$ cat src/rtl/cfg_pkg.sv
// Package: constants, field layouts and carriers for the configuration decoder
package cfg_pkg;

    localparam int CFG_AW = 16;
    localparam int CFG_DW = 14;

    // Word addresses in the configuration space
    localparam logic [15:0] CFG_ADDR_UID0    = 16'h8000;
    localparam logic [15:0] CFG_ADDR_UID3    = 16'h8003;
    localparam logic [15:0] CFG_ADDR_STEP    = 16'h8005;
    localparam logic [15:0] CFG_ADDR_PART    = 16'h8006;
    localparam logic [15:0] CFG_ADDR_CONF1   = 16'h8007;
    localparam logic [15:0] CFG_ADDR_CONF2   = 16'h8008;
    localparam logic [15:0] CFG_ADDR_CONF3   = 16'h8009;
    localparam logic [15:0] CFG_ADDR_WDT_PS  = 16'h8010;
    localparam logic [15:0] CFG_ADDR_WDT_WIN = 16'h8011;

    // Field positions
    localparam int CFG_PSEL_LSB = 0;
    localparam int CFG_PSEL_W   = 5;
    localparam int CFG_CPN_BIT  = 7;
    localparam int CFG_GUARD_LSB = 0;
    localparam int CFG_GUARD_W   = 2;
    localparam int CFG_WIN_W    = 3;

    // Period select encodings
    localparam logic [4:0] CFG_PSEL_ERASED  = 5'h1F;
    localparam logic [4:0] CFG_PSEL_SW_DEF  = 5'h0B;
    localparam logic [4:0] CFG_PSEL_MAXLOG  = 5'h12;
    localparam logic [4:0] CFG_PSEL_LOGBASE = 5'h05;
    localparam logic [4:0] CFG_PSEL_MINLOG  = 5'h05;

    // Window select codes
    localparam logic [2:0] CFG_WIN_12P5 = 3'h0;
    localparam logic [2:0] CFG_WIN_FULL = 3'h7;

    // Reset / erased values
    localparam logic [13:0] CFG_CONF_ERASED = 14'h3FFF;
    localparam logic [13:0] CFG_UID_RESET   = 14'h3FFF;

    // Guard size encodings for an 8K-word array
    localparam logic [1:0] CFG_GUARD_OFF  = 2'h3;
    localparam logic [1:0] CFG_GUARD_BOOT = 2'h2;
    localparam logic [1:0] CFG_GUARD_HALF = 2'h1;
    localparam logic [12:0] CFG_BOOT_TOP = 13'h01FF;
    localparam logic [12:0] CFG_HALF_TOP = 13'h0FFF;

    typedef struct packed {
        logic                  wr;
        logic                  rd;
        logic [CFG_AW-1:0]     addr;
        logic [CFG_DW-1:0]     wdata;
    } cfg_req_t;

    typedef struct packed {
        logic                  we;
        logic                  re;
        logic [12:0]           addr;
        logic [CFG_DW-1:0]     wdata;
    } cfg_mem_req_t;

endpackage

$ cat src/rtl/cfg_loader.sv
// Configuration decoder: watchdog period, protection, user and identity words
//
// Design decision made here: the plain strobed port.
`timescale 1ns/100ps
`default_nettype none
module cfg_loader
    import cfg_pkg::*;
#(
    parameter logic [13:0] PART_ID  = 14'h1234, // Arbitrary value
    parameter logic [13:0] STEP_ID  = 14'h0001, // Arbitrary value
    parameter int          PM_DEPTH = 64
)(
    // Clock and reset
    input  wire logic                  clk,
    input  wire logic                  rst,
    // Register port
    input  wire logic [CFG_AW-1:0]     reg_addr,
    input  wire logic [CFG_DW-1:0]     reg_wdata,
    input  wire logic                  reg_wr,
    input  wire logic                  reg_rd,
    output logic [CFG_DW-1:0]          reg_rdata,
    // External programmer memory port
    input  wire logic                  ext_wr,
    input  wire logic                  ext_rd,
    input  wire logic [12:0]           ext_addr,
    input  wire logic [CFG_DW-1:0]     ext_wdata,
    output logic [CFG_DW-1:0]          ext_rdata,
    // CPU program memory port
    input  wire logic                  cpu_wr,
    input  wire logic                  cpu_rd,
    input  wire logic [12:0]           cpu_addr,
    input  wire logic [CFG_DW-1:0]     cpu_wdata,
    output logic [CFG_DW-1:0]          cpu_rdata,
    // Watchdog settings
    output logic [4:0]                 watchdog_prescale_setting,
    output logic [4:0]                 watchdog_ratio_log2,
    output logic                       watchdog_sw_locked,
    output logic [2:0]                 watchdog_window
);
    import cfg_pkg::*;

    localparam int PM_AW = $clog2(PM_DEPTH);

    logic [CFG_DW-1:0] conf1_reg, conf2_reg, conf3_reg;
    logic [CFG_DW-1:0] uid_reg [0:3];
    logic [CFG_DW-1:0] pmem [0:PM_DEPTH-1];
    logic [4:0]        wdt_ps_reg;
    logic [2:0]        wdt_win_reg;
    logic              por_load_reg;
    logic [CFG_DW-1:0] reg_rdata_reg, ext_rdata_reg, cpu_rdata_reg;

    // Decoded fields
    wire [4:0] psel      = conf3_reg[CFG_PSEL_LSB +: CFG_PSEL_W];
    wire       prot_n    = conf1_reg[CFG_CPN_BIT];
    wire [1:0] guard_sz  = conf2_reg[CFG_GUARD_LSB +: CFG_GUARD_W];
    wire [4:0] por_ps;
    wire       sw_ok;
    wire       ext_rd_ok, ext_wr_ok, cpu_rd_ok, cpu_wr_ok;

    cfg_period_decode u_dec (
        .watchdog_period_select (psel),
        .por_prescale           (por_ps),
        .ratio_log2             (watchdog_ratio_log2),
        .sw_control_ok          (sw_ok)
    );

    cfg_prog_guard u_ext_guard (
        .code_protect_n        (prot_n),
        .self_write_guard_size (guard_sz),
        .ext_access            (1'b1),
        .cpu_write             (1'b0),
        .addr                  (ext_addr),
        .read_allowed          (ext_rd_ok),
        .write_allowed         (ext_wr_ok)
    );

    cfg_prog_guard u_cpu_guard (
        .code_protect_n        (prot_n),
        .self_write_guard_size (guard_sz),
        .ext_access            (1'b0),
        .cpu_write             (cpu_wr),
        .addr                  (cpu_addr),
        .read_allowed          (cpu_rd_ok),
        .write_allowed         (cpu_wr_ok)
    );

    // Address decode
    wire hit_uid   = (reg_addr >= CFG_ADDR_UID0) && (reg_addr <= CFG_ADDR_UID3);
    wire [1:0] uid_idx = reg_addr[1:0];
    wire hit_conf1 = (reg_addr == CFG_ADDR_CONF1);
    wire hit_conf2 = (reg_addr == CFG_ADDR_CONF2);
    wire hit_conf3 = (reg_addr == CFG_ADDR_CONF3);
    wire hit_ps    = (reg_addr == CFG_ADDR_WDT_PS);
    wire hit_win   = (reg_addr == CFG_ADDR_WDT_WIN);

    // Configuration words take register writes; reset loads the erased value
    always_ff @(posedge clk) begin
        if (rst) begin
            conf1_reg <= CFG_CONF_ERASED;
            conf2_reg <= CFG_CONF_ERASED;
            conf3_reg <= CFG_CONF_ERASED;
        end else if (reg_wr) begin
            if (hit_conf1) conf1_reg <= reg_wdata;
            if (hit_conf2) conf2_reg <= reg_wdata;
            if (hit_conf3) conf3_reg <= reg_wdata;
        end
    end

    // User ID words
    genvar gi;
    generate
        for (gi = 0; gi < 4; gi++) begin : g_uid
            always_ff @(posedge clk) begin
                if (rst) begin
                    uid_reg[gi] <= CFG_UID_RESET;
                end else if (reg_wr && hit_uid && uid_idx == 2'(gi)) begin
                    uid_reg[gi] <= reg_wdata;
                end
            end
        end
    endgenerate

    // Load at reset release so the fuse value is sampled after reset
    always_ff @(posedge clk) begin
        if (rst) begin
            por_load_reg <= 1'b1;
        end else begin
            por_load_reg <= 1'b0;
        end
    end

    always_ff @(posedge clk) begin
        if (rst) begin
            wdt_ps_reg <= CFG_PSEL_SW_DEF;
        end else if (por_load_reg) begin
            wdt_ps_reg <= por_ps;
        end else if (reg_wr && hit_ps && sw_ok) begin
            wdt_ps_reg <= reg_wdata[4:0];
        end
    end

    // Window: fuse codes never yield 12.5 percent; software may
    wire [2:0] fuse_win = conf3_reg[8 +: CFG_WIN_W];
    wire [2:0] fuse_win_eff = (fuse_win == CFG_WIN_12P5) ? CFG_WIN_FULL : fuse_win;
    always_ff @(posedge clk) begin
        if (rst) begin
            wdt_win_reg <= CFG_WIN_FULL;
        end else if (por_load_reg) begin
            wdt_win_reg <= fuse_win_eff;
        end else if (reg_wr && hit_win) begin
            wdt_win_reg <= reg_wdata[2:0];
        end
    end

    // Program memory; external writes win when both hit one cycle
    wire ext_we = ext_wr && ext_wr_ok;
    wire cpu_we = cpu_wr && cpu_wr_ok;
    always_ff @(posedge clk) begin
        if (ext_we) begin
            pmem[ext_addr[PM_AW-1:0]] <= ext_wdata;
        end else if (cpu_we) begin
            pmem[cpu_addr[PM_AW-1:0]] <= cpu_wdata;
        end
    end

    // Read data for the register port; identity words are constants
    wire [CFG_DW-1:0] rd_mux =
        hit_uid                      ? uid_reg[uid_idx] :
        (reg_addr == CFG_ADDR_STEP)  ? STEP_ID :
        (reg_addr == CFG_ADDR_PART)  ? PART_ID :
        hit_conf1                    ? conf1_reg :
        hit_conf2                    ? conf2_reg :
        hit_conf3                    ? conf3_reg :
        hit_ps                       ? {9'h000, wdt_ps_reg} :
        hit_win                      ? {11'h000, wdt_win_reg} : 14'h0000;

    always_ff @(posedge clk) begin
        if (rst) begin
            reg_rdata_reg <= 14'h0000;
        end else begin
            reg_rdata_reg <= reg_rd ? rd_mux : 14'h0000;
        end
    end

    always_ff @(posedge clk) begin
        if (rst) begin
            ext_rdata_reg <= 14'h0000;
            cpu_rdata_reg <= 14'h0000;
        end else begin
            ext_rdata_reg <= (ext_rd && ext_rd_ok) ? pmem[ext_addr[PM_AW-1:0]] : 14'h0000;
            cpu_rdata_reg <= (cpu_rd && cpu_rd_ok) ? pmem[cpu_addr[PM_AW-1:0]] : 14'h0000;
        end
    end

    assign reg_rdata                 = reg_rdata_reg;
    assign ext_rdata                 = ext_rdata_reg;
    assign cpu_rdata                 = cpu_rdata_reg;
    assign watchdog_prescale_setting = wdt_ps_reg;
    assign watchdog_sw_locked        = !sw_ok;
    assign watchdog_window           = wdt_win_reg;
endmodule
`default_nettype wire

$ cat src/rtl/cfg_period_decode.sv
// Watchdog period select decoder: power-on prescale value and lock
`timescale 1ns/100ps
`default_nettype none
module cfg_period_decode
    import cfg_pkg::*;
(
    // Configuration field
    input  wire logic [4:0] watchdog_period_select,
    // Decoded result
    output logic [4:0]      por_prescale,
    output logic [4:0]      ratio_log2,
    output logic            sw_control_ok
);
    wire is_erased = (watchdog_period_select == CFG_PSEL_ERASED);
    wire is_fixed32 = (watchdog_period_select > CFG_PSEL_MAXLOG) && !is_erased;

    assign sw_control_ok = is_erased;
    assign por_prescale  = is_erased ? CFG_PSEL_SW_DEF : watchdog_period_select;
    // Divide ratio as a power of two
    // Largest sum is 17h, so five bits never overflow
    assign ratio_log2 = is_erased  ? 5'(CFG_PSEL_SW_DEF + CFG_PSEL_LOGBASE) :
                        is_fixed32 ? CFG_PSEL_MINLOG :
                        5'(watchdog_period_select + CFG_PSEL_LOGBASE);
endmodule
`default_nettype wire

$ cat src/rtl/cfg_prog_guard.sv
// Program memory access guard: code protect and self-write guard size
`timescale 1ns/100ps
`default_nettype none
module cfg_prog_guard
    import cfg_pkg::*;
(
    // Protection settings
    input  wire logic        code_protect_n,
    input  wire logic [1:0]  self_write_guard_size,
    // Requests
    input  wire logic        ext_access,
    input  wire logic        cpu_write,
    input  wire logic [12:0] addr,
    // Decisions
    output logic             read_allowed,
    output logic             write_allowed
);
    wire in_guard = (self_write_guard_size == CFG_GUARD_BOOT) ? (addr <= CFG_BOOT_TOP) :
                    (self_write_guard_size == CFG_GUARD_HALF) ? (addr <= CFG_HALF_TOP) :
                    (self_write_guard_size == CFG_GUARD_OFF)  ? 1'b0 : 1'b1;

    // CPU reads never gated; protect bit only acts on external side
    assign read_allowed  = !ext_access || code_protect_n;
    assign write_allowed = ext_access ? code_protect_n
                         : (cpu_write && !in_guard);
endmodule
`default_nettype wire

$ cat config.mk
export PLATFORM = sky130hd
export DESIGN_NAME = cfg_loader
export DESIGN_NICKNAME = d
export VERILOG_FILES = /design/src/rtl/cfg_pkg.sv /design/src/rtl/cfg_loader.sv /design/src/rtl/cfg_period_decode.sv /design/src/rtl/cfg_prog_guard.sv
export SDC_FILE = /design/constraint.sdc
export NUM_CORES = 1
export LEC_CHECK = 0
export BUFFER_PORTS_ARGS = -buffer_cell sky130_fd_sc_hd__buf_4
export CORE_MARGIN = 3
export CORE_UTILIZATION = 40
export DETAILED_ROUTE_END_ITERATION = 6
export HOLD_SLACK_MARGIN = 0.02
export MAX_ROUTING_LAYER = met4
export SLEW_MARGIN = 25
export SYNTH_ARGS = -nofsm -noshare
export SYNTH_HDL_FRONTEND = slang
export SYNTH_SLANG_ARGS = --single-unit
$ cat constraint.sdc
create_clock -name clk -period 8.88 [get_ports clk]
set_clock_uncertainty 0.1 [all_clocks]
set_input_delay 1.776 -clock clk [delete_from_list [all_inputs] [get_ports clk]]
set_output_delay 1.776 -clock clk [all_outputs]
set_load 0.02 [all_outputs]
# Yosys cells after proc, flatten, opt, wreduce, memory -nomap -nowiden
# Memories as Yosys holds them, arrays and structs flattened. A register that Yosys moved wholly into a read port is not among the register bits.
# Cells that the tools add are included.
# totals
reg_bits	65
mem_bits_rw	952
in_bits	92
output_inout_bits	56
wordCells	108
n_memories	2
# memory_table
memory	depth	word_bits	rd	rd_ports_with_merged_regs	wr	line_no	source
pmem	64	14	2	2	1	cfg_loader.sv:46	logic [CFG_DW-1:0] pmem [0:PM_DEPTH-1];
uid_reg	4	14	1	0	4	cfg_loader.sv:45	logic [CFG_DW-1:0] uid_reg [0:3];
# op_classes
n_addsub	1
magnitude_cmp	5
eq_ne	14
mux	45
bitwise	7
reduce_logical	27
# ops
op	count
$mux W14	11
$eq A16 B16 Y1 const B	7
$mux W5	6
$mux W1	23
$ge A16 B16 Y1 const B	1
$le A16 B16 Y1 const B	1
$logic_and A1 B1 Y1	14
$reduce_or A14 Y1	1
$le A13 B12 Y1 const B	1
$le A13 B9 Y1 const B	1
$mux W3	4
$eq A2 B2 Y1 const B	4
$mux W6	1
$reduce_and A2 Y1	3
$reduce_or A2 Y1	3
$add A5 B3 Y5 const B	1
$eq A5 B5 Y1 const B	1
$gt A5 B5 Y1 const B	1
$eq A2 B1 Y1 const B	2
$or A1 B1 Y1	4
$reduce_bool A2 Y1	2
$logic_not A3 Y1	1
$not A1 Y1	3
$logic_not A1 Y1	2
$logic_not A2 Y1	1

# Logic depth before layout (Yosys ltp)
# Gate-level depths: netlist of run 1.
# logic_depth
ltp_word	12
mapped_depth	9

# Modules after synthesis
# A second synthesis of run 1 with hierarchy kept.
# hier_totals
hier_cells	2716
hier_area_um2	48360.1
# modules_own_cells
mod	n_inst	cells_each	area_per_inst_um2	seq_area_each_um2
cfg_loader	1	2677	48069.9	30449.2
cfg_period_decode	1	27	205.2	0.0
cfg_prog_guard	2	6	42.5	0.0

# Least setup slack after synthesis of run 1
# Ideal clock, no wire load.
# synth_path
kind	input port to flip-flop
startpoint	input ext_addr[0]
endpoint	memory pmem[17][0] (enable)
setup_ps	384
t_arrival_ps	4198
t_required_ps	8396
setup_slack_ps	4198
cell_stages	8
n_path_buf	4
path_cell_list	clkbuf_1 clkbuf_1 buf_1 buf_2 nor2b_1 mux2_2 nand2_1 nor2_1
# synth_via
elab_chain_cells	1
# synth_lines
element	line_no	source
start, declared	cfg_loader.sv:25	input wire logic [12:0] ext_addr,
$mux W6 (no source line)	n/a	
end, declared	cfg_loader.sv:46	
# Every way passes these cells.

==> reports/results.tsv, run 1 <==
metric	value	unit
status	finished clean	
pwr-share-comb	0.084	
power.density	203	nW/um^2
hold_buffers	0	
gr-total-overflow	0	
synth_edf_count	952	
arrival	5040	ps
area_growth	14.6	%
initial_core_util	0.404	
first_pass_iters	6	
max_cap_violations	0	
nets	2953	
max_stage_delay	750	ps
power	0.0111	W
setup_tns	0	ps
design.core.area	118000	um^2
setup_viol	0	
drc	0	
p_sw_frac	0.230	
grt_setup_unrepaired	no	
slew_headroom	0.253	
cts_buffer_depth	3	
grt_pass1_vias	29341	
clkPwrFrac	0.423	
async_flop_share	0	
viasPerCell	6.44	
crit_chain	buf_8, buf_4, mux4_2, mux2_2, o21ai_0, o2bb2ai_1	
fmax	214	MHz
cp_data_required_time	9230	ps
path_max_fanout	52	
largest_reg_flops	896	
r2r_slack	5360	ps
cts_tree	done	
netlist_instances	2695	
slew_violations	0	
min_period	4680	ps
cts_inserted_buffers	110	
p_sw	0.00256	W
timing.setup.critical_path_class	input pin to flop	
synth_cell_types	65	
seqPwrFrac	0.493	
post_drt_wl_per_cell	33.1	um
worst_pin_slew	1120	ps
seqCellArea	30400	um^2
critPathSlowestCell	buf_4	
syn_avg_cell_area	17.7	um^2
grt_start_max_net_pins	81	
ioPinCount	148	
ant_nets	0	
yosys_warnings	0	
num_rows	126	
routed-via-count	28956	
place_congestion	1.01	
die-height	352	um
synthFlopType	edfxtp_1	
hold_violations	0	
ir_drop	0.000214	V
cts_root_buf	clkbuf_16	
netlist_area	47700	um^2
grt_antenna_before_repair	4	
grt_pass1_wl	211000	um
place_hpwl	93500	um
ys_seq_elements	1045	
routed_wl	149000	um
nFillCells	10026	
setup.worst_path.end_class	flop	
portBuffers	137	
cts_max_level	3	
die_area	124000	um^2
cts_setup_buffers	0	
total_leakage_power	17.7	nW
drive_above_1_share	0.326	
finalCritPeriodShare	0.527	
crit_family	buffers and inverters	
insertion_delay	710	ps
drtIter0Drc	3666	
worst-path-buf-inv	2	
track_usage	0.247	
cts_resized	0	
die_width	352	um
multi_input_area	16600	um^2
ys_seq_area_frac	0.638	
critPathLaunchType	input pin	
hold_path.class	flop to flop	
internal_power	0.00857	W
synth_nets	2789	
clk_pin_slew_worst_paths	60	ps
clock_sinks	1045	
==> cell usage after synthesis (3+ instances only) <==
cell type,number,share of area
a31o_2,10,0.0018
inv_2,3,0.00024
or4_1,5,0.00079
nor3_1,10,0.0010
a32o_1,12,0.0025
a32oi_1,4,0.00073
o22ai_1,78,0.010
mux2_2,23,0.0054
clkbuf_1,120,0.0094
a22oi_1,10,0.0016
nor2b_1,34,0.0045
nor2_1,99,0.0078
nand3b_1,16,0.0025
a21o_1,3,0.00047
nand2b_1,34,0.0045
a21oi_1,45,0.0047
a22o_1,8,0.0015
mux2i_1,103,0.022
a221oi_1,10,0.0018
a222oi_1,6,0.0013
buf_6,3,0.00071
o31ai_1,3,0.00047
buf_1,49,0.0039
nor4_1,6,0.00079
nor3b_1,3,0.00047
a311oi_1,6,0.0011
o41ai_1,10,0.0018
or3b_2,4,0.00073
nand3_1,30,0.0031
o211ai_1,6,0.00094
a211o_1,33,0.0061
mux4_2,451,0.21
dfxtp_1,93,0.039
buf_4,3,0.00047
or3_1,31,0.0041
a211oi_1,22,0.0035
nand2_1,196,0.015
o221ai_1,16,0.0029
o21ai_0,46,0.0048
edfxtp_1,952,0.60
buf_2,29,0.0030
inv_1,16,0.0013
a31oi_1,16,0.0021
==> worst reg2reg max path: stages, from the launching register on <==
cell and delay, ps:
dfxtp_1 390, o21ai_0 480, a221o_2 840, mux2i_1 360, nand2_1 390, nor2_1 310
buf_4 320
==> stage by stage <==
step | setup WS [ps] | hold WS (ps) | instances | util | instance area (um^2)
after floorplan | 4200 | 337 | 2695 | - | 47700
after global placement | 3390 | 348 | 4283 | 0.431 | 50900
after detailed placement | 3400 | 357 | 4283 | 0.431 | 51000
after CTS | 4160 | 372 | 4490 | 0.462 | 54700
after global routing | 4110 | 385 | 4494 | 0.463 | 54700
final | 4200 | 370 | 4496 | 0.463 | 54700
==> power by group through the flow <==
stage | combinational [W] | sequential [W] | clock, W
global route | 0.000977 | 0.00548 | 0.00498
global placement | 0.000910 | 0.00558 | 0
CTS | 0.000932 | 0.00548 | 0.00477
floorplan | 0.000534 | 0.00559 | 0
detailed placement | 0.000931 | 0.00559 | 0
finish | 0.000938 | 0.00548 | 0.00471
==> final timing paths <==
check               start           end  depth (start not counted)
max           ext_addr[0]  ext_rdata[2]                          6
min          conf2_reg[3]  conf2_reg[3]                          2
max reg2reg  conf2_reg[1]   pmem[27][3]                          6
min reg2reg  conf2_reg[3]  conf2_reg[3]                          2
==> logic make-up (layout without fill, tap and decap cells) <==
group	Yosys count	count (layout)	share of synthesized area
adders and majority gates	2	2	0.000524
muxes	577	577	0.240
other	0	6	0
DFF	1045	1045	0.638
buffers and inverters	223	482	0.0190
and+or+nand+nor	490	490	0.0501
AOI/OAI and AO/OA	358	358	0.0530
==> area by class of cell <==
type | count | area share
Antenna cell | 6 | 0.000274
Clock buffer | 151 | 0.0571
Clock inverter | 56 | 0.0107
Inverter | 19 | 0.00133
Multi-Input combinational cell | 1427 | 0.303
Sequential cell | 1045 | 0.556
Tap cell | 1536 | 0.0351
Timing Repair Buffer | 256 | 0.0363
==> layer usage <==
metal | GRT usage | wire [um] | share of wire | up-vias
met5 | - | 0 | 0 | -
met4 | 0.0881 | 6050 | 0.041 | 0
met3 | 0.0658 | 15600 | 0.10 | 308
met2 | 0.380 | 70500 | 0.47 | 1709
met1 | 0.318 | 56900 | 0.38 | 15271
li1 | - | - | - | 11668
==> layout by cell type, fill, tap and decap left out, drive strengths merged, types with 11 or more instances in the layout <==
cell	count
a211o	33
a211oi	22
a21oi	45
a31oi	16
a32o	12
buf	256
bufinv	11
clkbuf	151
clkinv	38
dfxtp	93
edfxtp	952
inv	22
mux2	23
mux2i	103
mux4	451
nand2	196
nand2b	34
nand3	30
nand3b	16
nor2	99
nor2b	34
nor3	12
o21ai	46
o221ai	16
o22ai	78
or3	31
Note: power is estimated with default switching activity, not from simulation.
==> run 2: changes to the inputs <==
Clock period 8.88 ns to 3.9 ns, I/O delays scaled along.
==> run 2 against run 1 <==
  * Combinational power grew 150%
  * Hold slack lost 110 ps
  * Global-route usage grew 0.59 points
  * Die area is the same
  * Critical path type is now flop to output port
  * Clock power grew 120%
  * Register-to-register slack lost 4400 ps
  * Routed wire length grew 1.1%
  * Cell area grew 3.2%
  * Sequential share of layout area shrank 1.7 points
  * Final cell count grew 2.6%
  * Count of clock-buffer cells in the layout shrank 4
  * Sequential power grew 130%
==> reports/results.tsv, run 2 (synthesis results as in run 1) <==
metric	value	unit	change
status	finished clean		
first_pass_iters	6		unchanged
hold_path.class	input pin to flop		
initial_core_util	0.404		unchanged
grt_start_max_net_pins	75		-7.4%
cts_buffer_depth	3		unchanged
setup_tns	0	ps	unchanged
area_growth	18.3	%	
r2r_cells	7		+1
worst_pin_slew	1040	ps	-79.7 ps
whs_path_depth	2		unchanged
grt_pass1_vias	30226		+3.0%
met1_usage	0.324		+0.00548
viasPerCell	6.37		-1.1%
min_period	3110	ps	
fin_area	56500	um^2	+3.2%
portBuffers	137		unchanged
place_area	52900	um^2	+3.8%
cts_resized	0		unchanged
routed-via-count	29366		+1.4%
critPathSlowestCell	dfxtp_1		
hold-path-endpoint	conf3_reg[10]		
r2r_slack	980	ps	-4380 ps
grt_pass1_wl	216000	um	+2.4%
timing.setup.critical_path_class	flop to output port		
ir_drop	0.000430	V	+100%
insertion_delay	730	ps	+20 ps
place_congestion	1.04		+2.9%
slew_violations	0		unchanged
max_stage_delay	500	ps	-250 ps
routed_wl	151000	um	+1.1%
setup_viol	0		unchanged
layout.cells.non_filler	4611		+2.6%
critPathLaunchType	flop		
grt_setup_unrepaired	no		
final_cell_mix	edfxtp_1, mux4_2, buf_4, nand2_1, clkbuf_16		
hold_buffers	0		unchanged
post-place-cells	4402		+2.8%
grt_antenna_before_repair	5		+1
cp_data_required_time	3020	ps	-6210 ps
track_usage	0.253		+0.00587
post_drt_wl_per_cell	32.7	um	-1.4%
total_leakage_power	18.4	nW	+4.2%
use_met3	0.0641		-0.00174
path_max_fanout	8		-85%
place_hpwl	100000	um	+6.9%
final_common_cell	edfxtp_1		
clock_sinks	1045		unchanged
num_rows	126		unchanged
max_cap_violations	0		unchanged
cts_max_level	3		unchanged
arrival	2230	ps	-2810 ps
grt.busiest_layer	met2		
power.density	445	nW/um^2	+120%
die_width	352	um	unchanged
cts_tree	done		
die-height	352	um	unchanged
largest_reg_flops	896		unchanged
slew_headroom	0.299		+0.0463
cts_root_buf	clkbuf_16		
ioPinCount	148		unchanged
drive_above_1_share	0.348		+0.0220
clk_pin_slew_worst_paths	60	ps	about the same
cts_inserted_buffers	111		+0.91%
rr_endpoint	pmem[45][1]		
min_from	reg_wdata[10]		
fmax	321	MHz	
nets	3073		+4.1%
met2_usage	0.392		+0.0120
cts_setup_buffers	0		unchanged
design.core.area	118000	um^2	unchanged
whs	258	ps	-112 ps
drtIter0Drc	3657		-0.25%
die_area	124000	um^2	unchanged
setup.worst_path.end_class	output port		
timing.rr.start	conf2_reg[1]		
crit_chain	ha_1, nand4_1, a21boi_0, buf_4		
gr-total-overflow	0		unchanged
power	0.0251	W	+130%
finalCritPeriodShare	0.798		
hold_violations	0		unchanged
drc	0		unchanged
ant_nets	0		unchanged
run 2: changes by cell type in the layout (fill, tap and decap cells not counted), moves of 2 or more:
cell / change
buf_12: +86
clkbuf_1: +6
clkbuf_8: -8
nor3_2: +3
diode_2: -3
clkbuf_4: +2
clkbuf_16: -2
clkinv_2: +2
clkbuf_2: -2
buf_4: +33
nor3_4: -3
bufinv_16: -3
run 2: cell type report:
cell class | instances | area [um^2]
well taps | 1536 | 1920
diodes | 3 | 7.51
clock buffers | 147 | 2990
repair buffers | 375 | 3960
clock inverters | 59 | 563
fillers | 9854 | 61800
inverters | 19 | 71.3
flip-flops and latches | 1045 | 30400
multi-input cells | 1427 | 16500
run 2: per-stage QoR:
| stage | setup WS (ps) | util |
|---|---|---|
| 5_1_grt | 637 | 0.478 |
| 6_report | 787 | 0.478 |
| 3_3_place_gp | 359 | 0.447 |
| 4_1_cts | 728 | 0.477 |
| 2_1_floorplan | 214 | - |
| 3_5_place_dp | 375 | 0.447 |
run 2: worst max-delay path, delay by kind of cell, from the launching register on:
kind / cells / cell delay, ps
flops: 1 / 500
simple gates: 1 / 320
fa+ha+maj: 1 / 310
compound gates: 1 / 240
buf+inv: 1 / 180
run 2: worst max-delay path by stage:
stage	startpoint	endpoint	slack (ps)
finish	conf3_reg[1]	watchdog_ratio_log2[0]	790
global route	conf3_reg[1]	watchdog_ratio_log2[0]	640
CTS	conf3_reg[1]	watchdog_ratio_log2[0]	730
detailed placement	cpu_addr[0]	cpu_rdata[2]	370
global placement	cpu_addr[0]	cpu_rdata[2]	360
floorplan	ext_addr[0]	pmem[17][0]	210
run 2: where the power goes:
group | internal [W] | switching (W)
Combinational | 0.000897 | 0.00141
Sequential | 0.0124 | 0.0000456
Clock | 0.00593 | 0.00443
Total | 0.0193 | 0.00588
run 2: per-layer routing:
metal	up-vias	wire, um	share of wire
li1	11915	-	-
met1	15517	57400	0.38
met2	1629	72200	0.48
met3	305	15200	0.10
met4	0	5860	0.039
met5	-	0	0
